**src/ebp_pkg.sv**
```systemverilog
package ebp_pkg;

  // ************************************************************
  // Register map
  // ************************************************************
  localparam logic [3:0] EBP_A_CTRL = 4'h0;
  localparam logic [3:0] EBP_A_DUTY = 4'h1;
  localparam logic [3:0] EBP_A_SHADOW = 4'h2;
  localparam logic [3:0] EBP_A_PER0 = 4'h3;
  localparam logic [3:0] EBP_A_TCTL0 = 4'h4;
  localparam logic [3:0] EBP_A_PER1 = 4'h5;
  localparam logic [3:0] EBP_A_TCTL1 = 4'h6;
  localparam logic [3:0] EBP_A_DEADBAND = 4'h7;
  localparam logic [3:0] EBP_A_TSEL = 4'h8;
  localparam logic [3:0] EBP_A_TMR0 = 4'h9;
  localparam logic [3:0] EBP_A_TMR1 = 4'ha;
  localparam logic [3:0] EBP_A_STATUS = 4'hb;

  // ************************************************************
  // Field values
  // ************************************************************
  localparam logic [7:0] EBP_RST8 = 8'h00;
  localparam logic [1:0] EBP_CFG_SINGLE = 2'h0;
  localparam logic [1:0] EBP_CFG_HALF = 2'h2;
  localparam logic [1:0] EBP_PWM_MODE = 2'h3;
  localparam logic [1:0] EBP_PS1 = 2'h0;
  localparam logic [1:0] EBP_PS4 = 2'h1;
  localparam logic [3:0] EBP_PRE_MAX4 = 4'h3;
  localparam logic [3:0] EBP_PRE_MAX16 = 4'hf;
  localparam logic [1:0] EBP_Q_LAST = 2'h3;
  localparam int EBP_TOSC_PER_TCY = 4;
  localparam int EBP_LAG_TCY = 1;
  localparam int EBP_LAG = EBP_LAG_TCY * EBP_TOSC_PER_TCY;

  // Timer control bits
  localparam int EBP_T_ON = 2;
  localparam int EBP_T_POST_LO = 3;

endpackage : ebp_pkg

```
**src/ebp_top.sv**
```systemverilog
// Design decisions made here: the register offsets and strobed register access.
`timescale 1ns/1ps
module ebp_top
  import ebp_pkg::*;
(
  input wire logic core_clk,
  input wire logic resetn,
  input wire logic [3:0] addr,
  input wire logic [7:0] wdata,
  input wire logic wr,
  input wire logic rd,
  output logic [7:0] rdata,
  output logic out_a,
  output logic out_b,
  output logic out_c,
  output logic out_d
);

  // ************************************************************
  // Software registers
  // ************************************************************
  logic [7:0] module_control_reg_r;
  logic [7:0] duty_upper_bits_reg_r;
  logic [7:0] duty_shadow_reg_r;
  logic [1:0] duty_shadow_lo_r;
  logic [7:0] period_reg_r [2];
  logic [7:0] tctl_r [2];
  logic [6:0] deadband_delay_reg_r;
  logic timer_select_reg_r;
  logic flag_r;

  logic [1:0] output_config_field;
  logic [3:0] mode_polarity_field;
  logic direction_bit;
  assign output_config_field = module_control_reg_r[7:6];
  assign mode_polarity_field = module_control_reg_r[3:0];
  assign direction_bit = module_control_reg_r[7];

  // ************************************************************
  // Time bases
  // ************************************************************
  logic [7:0] period_timer_r [2];
  logic [1:0] q_r [2];
  logic [3:0] pre_r [2];
  logic [3:0] post_r [2];
  logic tick [2];
  logic match [2];
  logic postev [2];
  logic [1:0] ext [2];
  logic [3:0] pre_max [2];

  genvar gi;
  generate
    for (gi = 0; gi < 2; gi = gi + 1)
    begin : g_tmr
      always_comb
      begin
        unique case (tctl_r[gi][1:0])
          EBP_PS1: pre_max[gi] = 4'h0;
          EBP_PS4: pre_max[gi] = EBP_PRE_MAX4;
          default: pre_max[gi] = EBP_PRE_MAX16;
        endcase
      end

      always_comb
      begin
        unique case (tctl_r[gi][1:0])
          EBP_PS1: ext[gi] = q_r[gi];
          EBP_PS4: ext[gi] = pre_r[gi][1:0];
          default: ext[gi] = pre_r[gi][3:2];
        endcase
      end

      // one step every 4 clocks times prescale
      assign tick[gi] = tctl_r[gi][EBP_T_ON] && (q_r[gi] == EBP_Q_LAST)
                        && (pre_r[gi] == pre_max[gi]);
      assign match[gi] = period_timer_r[gi] == period_reg_r[gi];

      // Quadrature and prescale counters
      always_ff @(posedge core_clk or negedge resetn)
      begin
        if (!resetn)
        begin
          q_r[gi] <= 2'h0;
          pre_r[gi] <= 4'h0;
        end
        else if (tctl_r[gi][EBP_T_ON])
        begin
          q_r[gi] <= q_r[gi] + 2'h1;
          if (q_r[gi] == EBP_Q_LAST)
            pre_r[gi] <= (pre_r[gi] == pre_max[gi]) ? 4'h0
                         : pre_r[gi] + 4'h1;
        end
      end

      // timer clears on the step after a period match
      always_ff @(posedge core_clk or negedge resetn)
      begin
        if (!resetn)
          period_timer_r[gi] <= EBP_RST8;
        else if (tick[gi])
          period_timer_r[gi] <= match[gi] ? EBP_RST8
                                : period_timer_r[gi] + 8'h01;
      end

      // postscaler only paces the flag, not the period
      assign postev[gi] = tick[gi] && match[gi]
                          && (post_r[gi] == tctl_r[gi][6:EBP_T_POST_LO]);
      always_ff @(posedge core_clk or negedge resetn)
      begin
        if (!resetn)
          post_r[gi] <= 4'h0;
        else if (tick[gi] && match[gi])
          post_r[gi] <= postev[gi] ? 4'h0 : post_r[gi] + 4'h1;
      end
    end
  endgenerate

  logic sel_tick;
  logic sel_match;
  logic sel_post;
  logic [9:0] sel_ext_tmr;
  logic period_start;
  assign sel_tick = tick[timer_select_reg_r];
  assign sel_match = match[timer_select_reg_r];
  assign sel_post = postev[timer_select_reg_r];
  assign sel_ext_tmr = {period_timer_r[timer_select_reg_r],
                        ext[timer_select_reg_r]};
  assign period_start = sel_tick && sel_match;

  // ************************************************************
  // Register writes
  // ************************************************************
  // Writable control registers; shadow duty is not among them
  always_ff @(posedge core_clk or negedge resetn)
  begin
    if (!resetn)
    begin
      module_control_reg_r <= EBP_RST8;
      duty_upper_bits_reg_r <= EBP_RST8;
      period_reg_r[0] <= EBP_RST8;
      period_reg_r[1] <= EBP_RST8;
      tctl_r[0] <= EBP_RST8;
      tctl_r[1] <= EBP_RST8;
      deadband_delay_reg_r <= 7'h00;
      timer_select_reg_r <= 1'b0;
    end
    else if (wr)
    begin
      // duty bits accept writes at any time
      unique case (addr)
        EBP_A_CTRL: module_control_reg_r <= wdata;
        EBP_A_DUTY: duty_upper_bits_reg_r <= wdata;
        EBP_A_PER0: period_reg_r[0] <= wdata;
        EBP_A_TCTL0: tctl_r[0] <= {1'b0, wdata[6:0]};
        EBP_A_PER1: period_reg_r[1] <= wdata;
        EBP_A_TCTL1: tctl_r[1] <= {1'b0, wdata[6:0]};
        EBP_A_DEADBAND: deadband_delay_reg_r <= wdata[6:0];
        EBP_A_TSEL: timer_select_reg_r <= wdata[0];
        default: ;
      endcase
    end
  end

  // Period flag: set wins over a write-one clear
  always_ff @(posedge core_clk or negedge resetn)
  begin
    if (!resetn)
      flag_r <= 1'b0;
    else if (sel_post)
      flag_r <= 1'b1;
    else if (wr && addr == EBP_A_STATUS && wdata[0])
      flag_r <= 1'b0;
  end

  // ************************************************************
  // Buffered copies loaded at the period boundary; dead band also at a duty hit
  // ************************************************************
  logic [1:0] cfg_act_r;
  logic [3:0] mode_act_r;
  logic [6:0] db_act_r;
  logic [9:0] duty_act;
  logic duty_zero;
  logic duty_hit;
  // ten-bit duty from the shadow copies of upper register and control bits 5:4
  assign duty_act = {duty_shadow_reg_r, duty_shadow_lo_r};
  assign duty_zero = {duty_upper_bits_reg_r,
                      module_control_reg_r[5:4]} == 10'h000;
  // a hit masks the output in the very clock it matches
  assign duty_hit = duty_act == sel_ext_tmr;

  // configuration and mode change only at period start
  always_ff @(posedge core_clk or negedge resetn)
  begin
    if (!resetn)
    begin
      cfg_act_r <= EBP_CFG_SINGLE;
      mode_act_r <= 4'h0;
    end
    else if (period_start)
    begin
      cfg_act_r <= output_config_field;
      mode_act_r <= mode_polarity_field;
    end
  end

  // shadow duty loads only at a period match
  always_ff @(posedge core_clk or negedge resetn)
  begin
    if (!resetn)
    begin
      duty_shadow_reg_r <= EBP_RST8;
      duty_shadow_lo_r <= 2'h0;
    end
    else if (period_start)
    begin
      duty_shadow_reg_r <= duty_upper_bits_reg_r;
      duty_shadow_lo_r <= module_control_reg_r[5:4];
    end
  end

  // dead band loads at duty or period boundary
  always_ff @(posedge core_clk or negedge resetn)
  begin
    if (!resetn)
      db_act_r <= 7'h00;
    else if (period_start || duty_hit)
      db_act_r <= deadband_delay_reg_r;
  end

  // ************************************************************
  // Modulator
  // ************************************************************
  logic pwm_r;
  // set at period start unless 0%; no hit means no clear
  always_ff @(posedge core_clk or negedge resetn)
  begin
    if (!resetn)
      pwm_r <= 1'b0;
    else if (period_start)
      pwm_r <= !duty_zero;
    else if (duty_hit)
      pwm_r <= 1'b0;
  end

  // swap window one timer step before the period ends
  logic swap_r;
  logic swap_req;
  assign swap_req = cfg_act_r[0] && output_config_field[0]
                    && (direction_bit != cfg_act_r[1]);
  always_ff @(posedge core_clk or negedge resetn)
  begin
    if (!resetn)
      swap_r <= 1'b0;
    else if (period_start)
      swap_r <= 1'b0;
    else if (sel_tick && swap_req
             && period_timer_r[timer_select_reg_r] + 8'h01
                == period_reg_r[timer_select_reg_r])
      swap_r <= 1'b1;
  end

  // ************************************************************
  // Half-bridge dead band
  // ************************************************************
  logic [1:0] hb_raw;
  logic [1:0] hb_act;
  logic [8:0] db_cnt_r [2];
  logic [8:0] db_target;
  // A is PWM, B its complement
  assign hb_raw = {!(pwm_r && !duty_hit), pwm_r && !duty_hit};
  assign db_target = {db_act_r, 2'h0};

  generate
    for (gi = 0; gi < 2; gi = gi + 1)
    begin : g_db
      always_ff @(posedge core_clk or negedge resetn)
      begin
        if (!resetn)
          db_cnt_r[gi] <= 9'h000;
        else if (!hb_raw[gi])
          db_cnt_r[gi] <= 9'h000;
        else if (db_cnt_r[gi] != db_target)
          db_cnt_r[gi] <= db_cnt_r[gi] + 9'h001;
      end
      assign hb_act[gi] = hb_raw[gi] && (db_cnt_r[gi] == db_target);
    end
  endgenerate

  // ************************************************************
  // Output steering
  // ************************************************************
  logic [3:0] act;
  logic new_rev;
  assign new_rev = swap_r ? direction_bit : cfg_act_r[1];
  always_comb
  begin
    act = 4'h0;
    if (cfg_act_r == EBP_CFG_SINGLE)
      act[0] = pwm_r && !duty_hit;
    else if (cfg_act_r == EBP_CFG_HALF)
      act[1:0] = hb_act;
    else
    begin
      // modulated off and unmodulated swapped in the window
      if (new_rev)
      begin
        act[2] = 1'b1;
        act[1] = pwm_r && !duty_hit && !swap_r;
      end
      else
      begin
        act[0] = 1'b1;
        act[3] = pwm_r && !duty_hit && !swap_r;
      end
    end
  end

  // enhanced modes lag by one instruction cycle
  logic [3:0] lag_r [EBP_LAG];
  always_ff @(posedge core_clk or negedge resetn)
  begin
    if (!resetn)
    begin
      for (int i = 0; i < EBP_LAG; i++)
        lag_r[i] <= 4'h0;
    end
    else
    begin
      lag_r[0] <= act;
      for (int i = 1; i < EBP_LAG; i++)
        lag_r[i] <= lag_r[i-1];
    end
  end

  logic [3:0] act_out;
  logic pwm_on;
  logic inv_ac;
  logic inv_bd;
  assign act_out = (cfg_act_r == EBP_CFG_SINGLE) ? act
                   : lag_r[EBP_LAG-1];
  assign pwm_on = mode_act_r[3:2] == EBP_PWM_MODE;
  assign inv_ac = pwm_on && mode_act_r[1];
  assign inv_bd = pwm_on && mode_act_r[0];

  // pair polarity; outputs low outside PWM mode
  always_ff @(posedge core_clk or negedge resetn)
  begin
    if (!resetn)
    begin
      out_a <= 1'b0;
      out_b <= 1'b0;
      out_c <= 1'b0;
      out_d <= 1'b0;
    end
    else
    begin
      out_a <= (pwm_on && act_out[0]) ^ inv_ac;
      out_b <= (pwm_on && act_out[1]) ^ inv_bd;
      out_c <= (pwm_on && act_out[2]) ^ inv_ac;
      out_d <= (pwm_on && act_out[3]) ^ inv_bd;
    end
  end

  // ************************************************************
  // Register reads
  // ************************************************************
  logic [7:0] rd_mux;
  always_comb
  begin
    unique case (addr)
      EBP_A_CTRL: rd_mux = module_control_reg_r;
      EBP_A_DUTY: rd_mux = duty_upper_bits_reg_r;
      EBP_A_SHADOW: rd_mux = duty_shadow_reg_r;
      EBP_A_PER0: rd_mux = period_reg_r[0];
      EBP_A_TCTL0: rd_mux = tctl_r[0];
      EBP_A_PER1: rd_mux = period_reg_r[1];
      EBP_A_TCTL1: rd_mux = tctl_r[1];
      EBP_A_DEADBAND: rd_mux = {1'b0, deadband_delay_reg_r};
      EBP_A_TSEL: rd_mux = {7'h00, timer_select_reg_r};
      EBP_A_TMR0: rd_mux = period_timer_r[0];
      EBP_A_TMR1: rd_mux = period_timer_r[1];
      EBP_A_STATUS: rd_mux = {3'h0, cfg_act_r, cfg_act_r[1], swap_r, flag_r};
      default: rd_mux = EBP_RST8;
    endcase
  end

  // Read data stands the cycle after the strobe only
  always_ff @(posedge core_clk or negedge resetn)
  begin
    if (!resetn)
      rdata <= EBP_RST8;
    else if (rd)
      rdata <= rd_mux;
    else
      rdata <= EBP_RST8;
  end

endmodule : ebp_top

```
**config.mk**
```make
export PLATFORM = sky130hd
export DESIGN_NAME = ebp_top
export DESIGN_NICKNAME = d
export VERILOG_FILES = /design/src/ebp_pkg.sv /design/src/ebp_top.sv
export SDC_FILE = /design/constraint.sdc
export NUM_CORES = 1
export LEC_CHECK = 0
export BUFFER_PORTS_ARGS = -buffer_cell sky130_fd_sc_hd__buf_2
export CAP_MARGIN = 30
export CORE_MARGIN = 2
export CORE_UTILIZATION = 40
export CTS_CLUSTER_SIZE = 25
export DETAILED_ROUTE_END_ITERATION = 10
export GPL_TIMING_DRIVEN = 0
export SLEW_MARGIN = 10
export SYNTH_ARGS = -nofsm -noshare
export SYNTH_HDL_FRONTEND = slang
export SYNTH_SLANG_ARGS = --single-unit
```
**constraint.sdc**
```tcl
create_clock -name core_clk -period 3.8 [get_ports core_clk]
set_clock_uncertainty 0.05 [all_clocks]
set_input_delay 0.38 -clock core_clk [delete_from_list [all_inputs] [get_ports core_clk]]
set_output_delay 0.38 -clock core_clk [all_outputs]
set_load 0.01 [all_outputs]
```
==> flow_summary.toml <==
[outcome]
run_status = "finished, final reports clean"

[place]
placed_area_mm2 = 0.00922
dp.cells = 1118
dp_hpwl_um = 17700
port_buffers = 26
pre_cts_ws_ns = 0.780
gp_congestion = 0.945

[yosys]
yosys.area.top_type = "dfrtp_1"
synth_cells = 816
synth_most_common_cell = "dfrtp_1"
yosysSeqAreaShare = 0.465
syn_avg_cell_area_um2 = 10.7
synth-edff-count = 0
synth.top_cell.area_share = 0.465
synth_flop_cell = "dfrtp_1"
ys_types = 67
ys.warnings.count = 0
syn-num-nets = 845
postSynth.asyncResetShare = 1.00
synthTopCellsByArea = "dfrtp_1 47%, mux2_2 10%, xor2_1 4.4%, xnor2_1 3.5%, mux2i_1 3.3%"
ys_top_cells_by_count = "162 x dfrtp_1, 79 x mux2_2, 56 x nand2_1"
synthesis.area_mm2 = 0.00871
ys_seq_elements = 162

[clock_tree]
cts-buffers-inserted = 17
cts_buffer_depth = 2
cts_root_buffer = "clkbuf_16"
cts.sink_count = 162
htreeDepth = 4
clock_latency_ns = 0.43
path_clk_slew_ns = 0.06
cts_resized = 0
cts_tree = "done"

[sta]
final_max_slew_viol_count = 0
period_share = 0.821
hold_viol_final = 0
worst_pin_slew_ns = 0.911
slew_headroom = 0.377
fmax_mhz = 321
post-route-min-period_ns = 3.12
rsz0062_at_grt = "no"
setup_slack_ns = 0.682
tns_ns = 0
setup_viol = 0

[drt]
drt-pass1-iter-count = 5
via_per_inst = 5.70
routed_wl_um = 24200
drt-initial-drc-count = 510
drcViolationCount = 0
vias = 6550
drtAntennaViolNets = 0
wire_per_inst_um = 21.0

[worst_setup_path]
reg2reg_depth = 7
worstPathMaxFanout = 7
r2r_end = "db_act_r[6]$_DFFE_PN0P_"
critPathLaunch = "period_timer_r[5]$_DFFE_PN0P_"
crit_path_end_kind = "flip-flop"
critPathArrivalTime_ns = 3.37
path_buf_inv = 1
cp_slowest_stage_delay_ns = 0.64
worst-setup-path-type = "reg2reg"
reg2reg_slack_ns = 0.68
crit_chain = "buf_2 -> xor2_1 -> nor4_1 -> o2111ai_1 -> mux2i_2 -> o21bai_4 -> mux2_4"
cp_top_family = "compound AO/OA/AOI/OAI gates"
critPathLaunchType = "flip-flop"
r2r-start = "period_timer_r[5]$_DFFE_PN0P_"
slowest_stage = "nor4_1"
required_ns = 4.05

[job]
max_cap_violations = 0

[finish]
layout-drive-gt1-share = 0.201
nets = 892
finalNonFillerCells = 1150
seqCellArea_mm2 = 0.00405
fillers = 2032
syn_to_final_growth_pct = 12.5
antenna_cells = 0
multi_input_area_mm2 = 0.00439
final_area_mm2 = 0.00980

[min_path]
min_from = "wdata[6]"
min_path_type = "in2reg"
holdPathEnd = "tctl_r[6]$_DFFE_PN0P_"
hold_depth = 2

[die]
start_util = 0.410
core_mm2 = 0.0212
die_y_um = 152
die_w_um = 152
dieArea_mm2 = 0.0230
pin_count = 28
fp-row-count = 53

[power]
power.density_mw_per_mm2 = 584
vdd_ir_drop_max_uv = 263
finalPower_mw = 5.73
p_leak_nw = 4.31

[global_route]
grt_max_degree = 83
grt_pass1_wl_um = 37700
grt_pass1_vias = 6354
antenna_found_initial = 0
grt_overflow = 0
grt_usage = 0.222
==> worst max-delay path by stage <==
stage	to	cells after the start
6_report	db_act_r[6]$_DFFE_PN0P_	7
5_1_grt	db_act_r[3]$_DFFE_PN0P_	7
4_1_cts	db_act_r[6]$_DFFE_PN0P_	7
3_5_place_dp	rdata[1]$_DFF_PN0_	7
3_3_place_gp	post_r[0]$_DFFE_PN0P_	1
2_1_floorplan	swap_r$_DFFE_PN0P_	8
==> layer usage <==
metal,share of wire,vias to the layer above,GRT usage
met4,0.029,0,0.0810
met2,0.44,212,0.325
met3,0.070,50,0.0545
met1,0.46,3277,0.318
li1,-,3011,-
met5,0,-,0
==> report_power, final <==
part           total (mW)  internal, mW  switching, mW
sequential           2.47          2.05          0.416
clock                1.69         0.998          0.691
combinational        1.57         0.752          0.817
==> registers in the layout, indices dropped and copies added (netlist names), 7 cells and up <==
| register | count |
|---|---|
| db_cnt_r | 18 |
| post_r | 8 |
| duty_upper_bits_reg_r | 8 |
| module_control_reg_r | 8 |
| period_timer_r | 16 |
| db_act_r | 7 |
| pre_r | 8 |
| lag_r | 16 |
| rdata | 8 |
| tctl_r | 14 |
| period_reg_r | 16 |
| deadband_delay_reg_r | 7 |
| duty_shadow_reg_r | 8 |
==> kinds of logic after synthesis <==
logic type	synth area share
compound gates	0.0971
simple gates	0.154
mux	0.155
fa+ha+maj	0.0187
buf+inv	0.0305
xor+xnor	0.0794
flops	0.465
==> per-stage QoR <==
stage               utilization  hold slack, ns
global placement          0.433           0.281
global route              0.462           0.294
floorplan                     -          0.0344
CTS                       0.462           0.279
finish                    0.462           0.289
detailed placement        0.435           0.285
==> placed cells by master, fill, tap and decap left out, types with 5 or more instances in the layout <==
cell,instances
mux2_4,9
a31oi_1,5
nor4_2,5
mux2i_1,29
and3_1,17
nor3b_1,5
nor2b_1,9
clkbuf_1,27
nand3_1,29
a22o_1,5
clkbuf_16,17
buf_2,33
buf_1,6
o21ai_0,35
xnor2_1,35
ha_1,13
a21o_1,6
xor2_1,44
o211ai_1,5
a22oi_1,5
nand4_1,16
dfrtp_1,162
nand3b_1,5
nand2b_1,10
nor2_1,54
or3_1,6
a21oi_1,28
nor4_1,10
a32oi_1,6
nand2_1,56
mux2_2,79
nor3_1,16
or2_2,5
inv_1,13
==> final cells by class <==
| class | count | share of cell area |
|---|---|---|
| plain buffers | 44 | 0.0217 |
| clock buffers | 22 | 0.0474 |
| clock inverters | 9 | 0.0109 |
| inverters | 14 | 0.00536 |
| multi-input cells | 596 | 0.448 |
| flip-flops and latches | 162 | 0.414 |
| well taps | 275 | 0.0351 |
| repair buffers | 28 | 0.0181 |
==> repair_timing <==
item	4_1_cts	5_1_grt
endpoints found under the hold margin	81	0
hold buffers	1	0
setup buffers	0	0
Power figures use the tool's default switching activity.
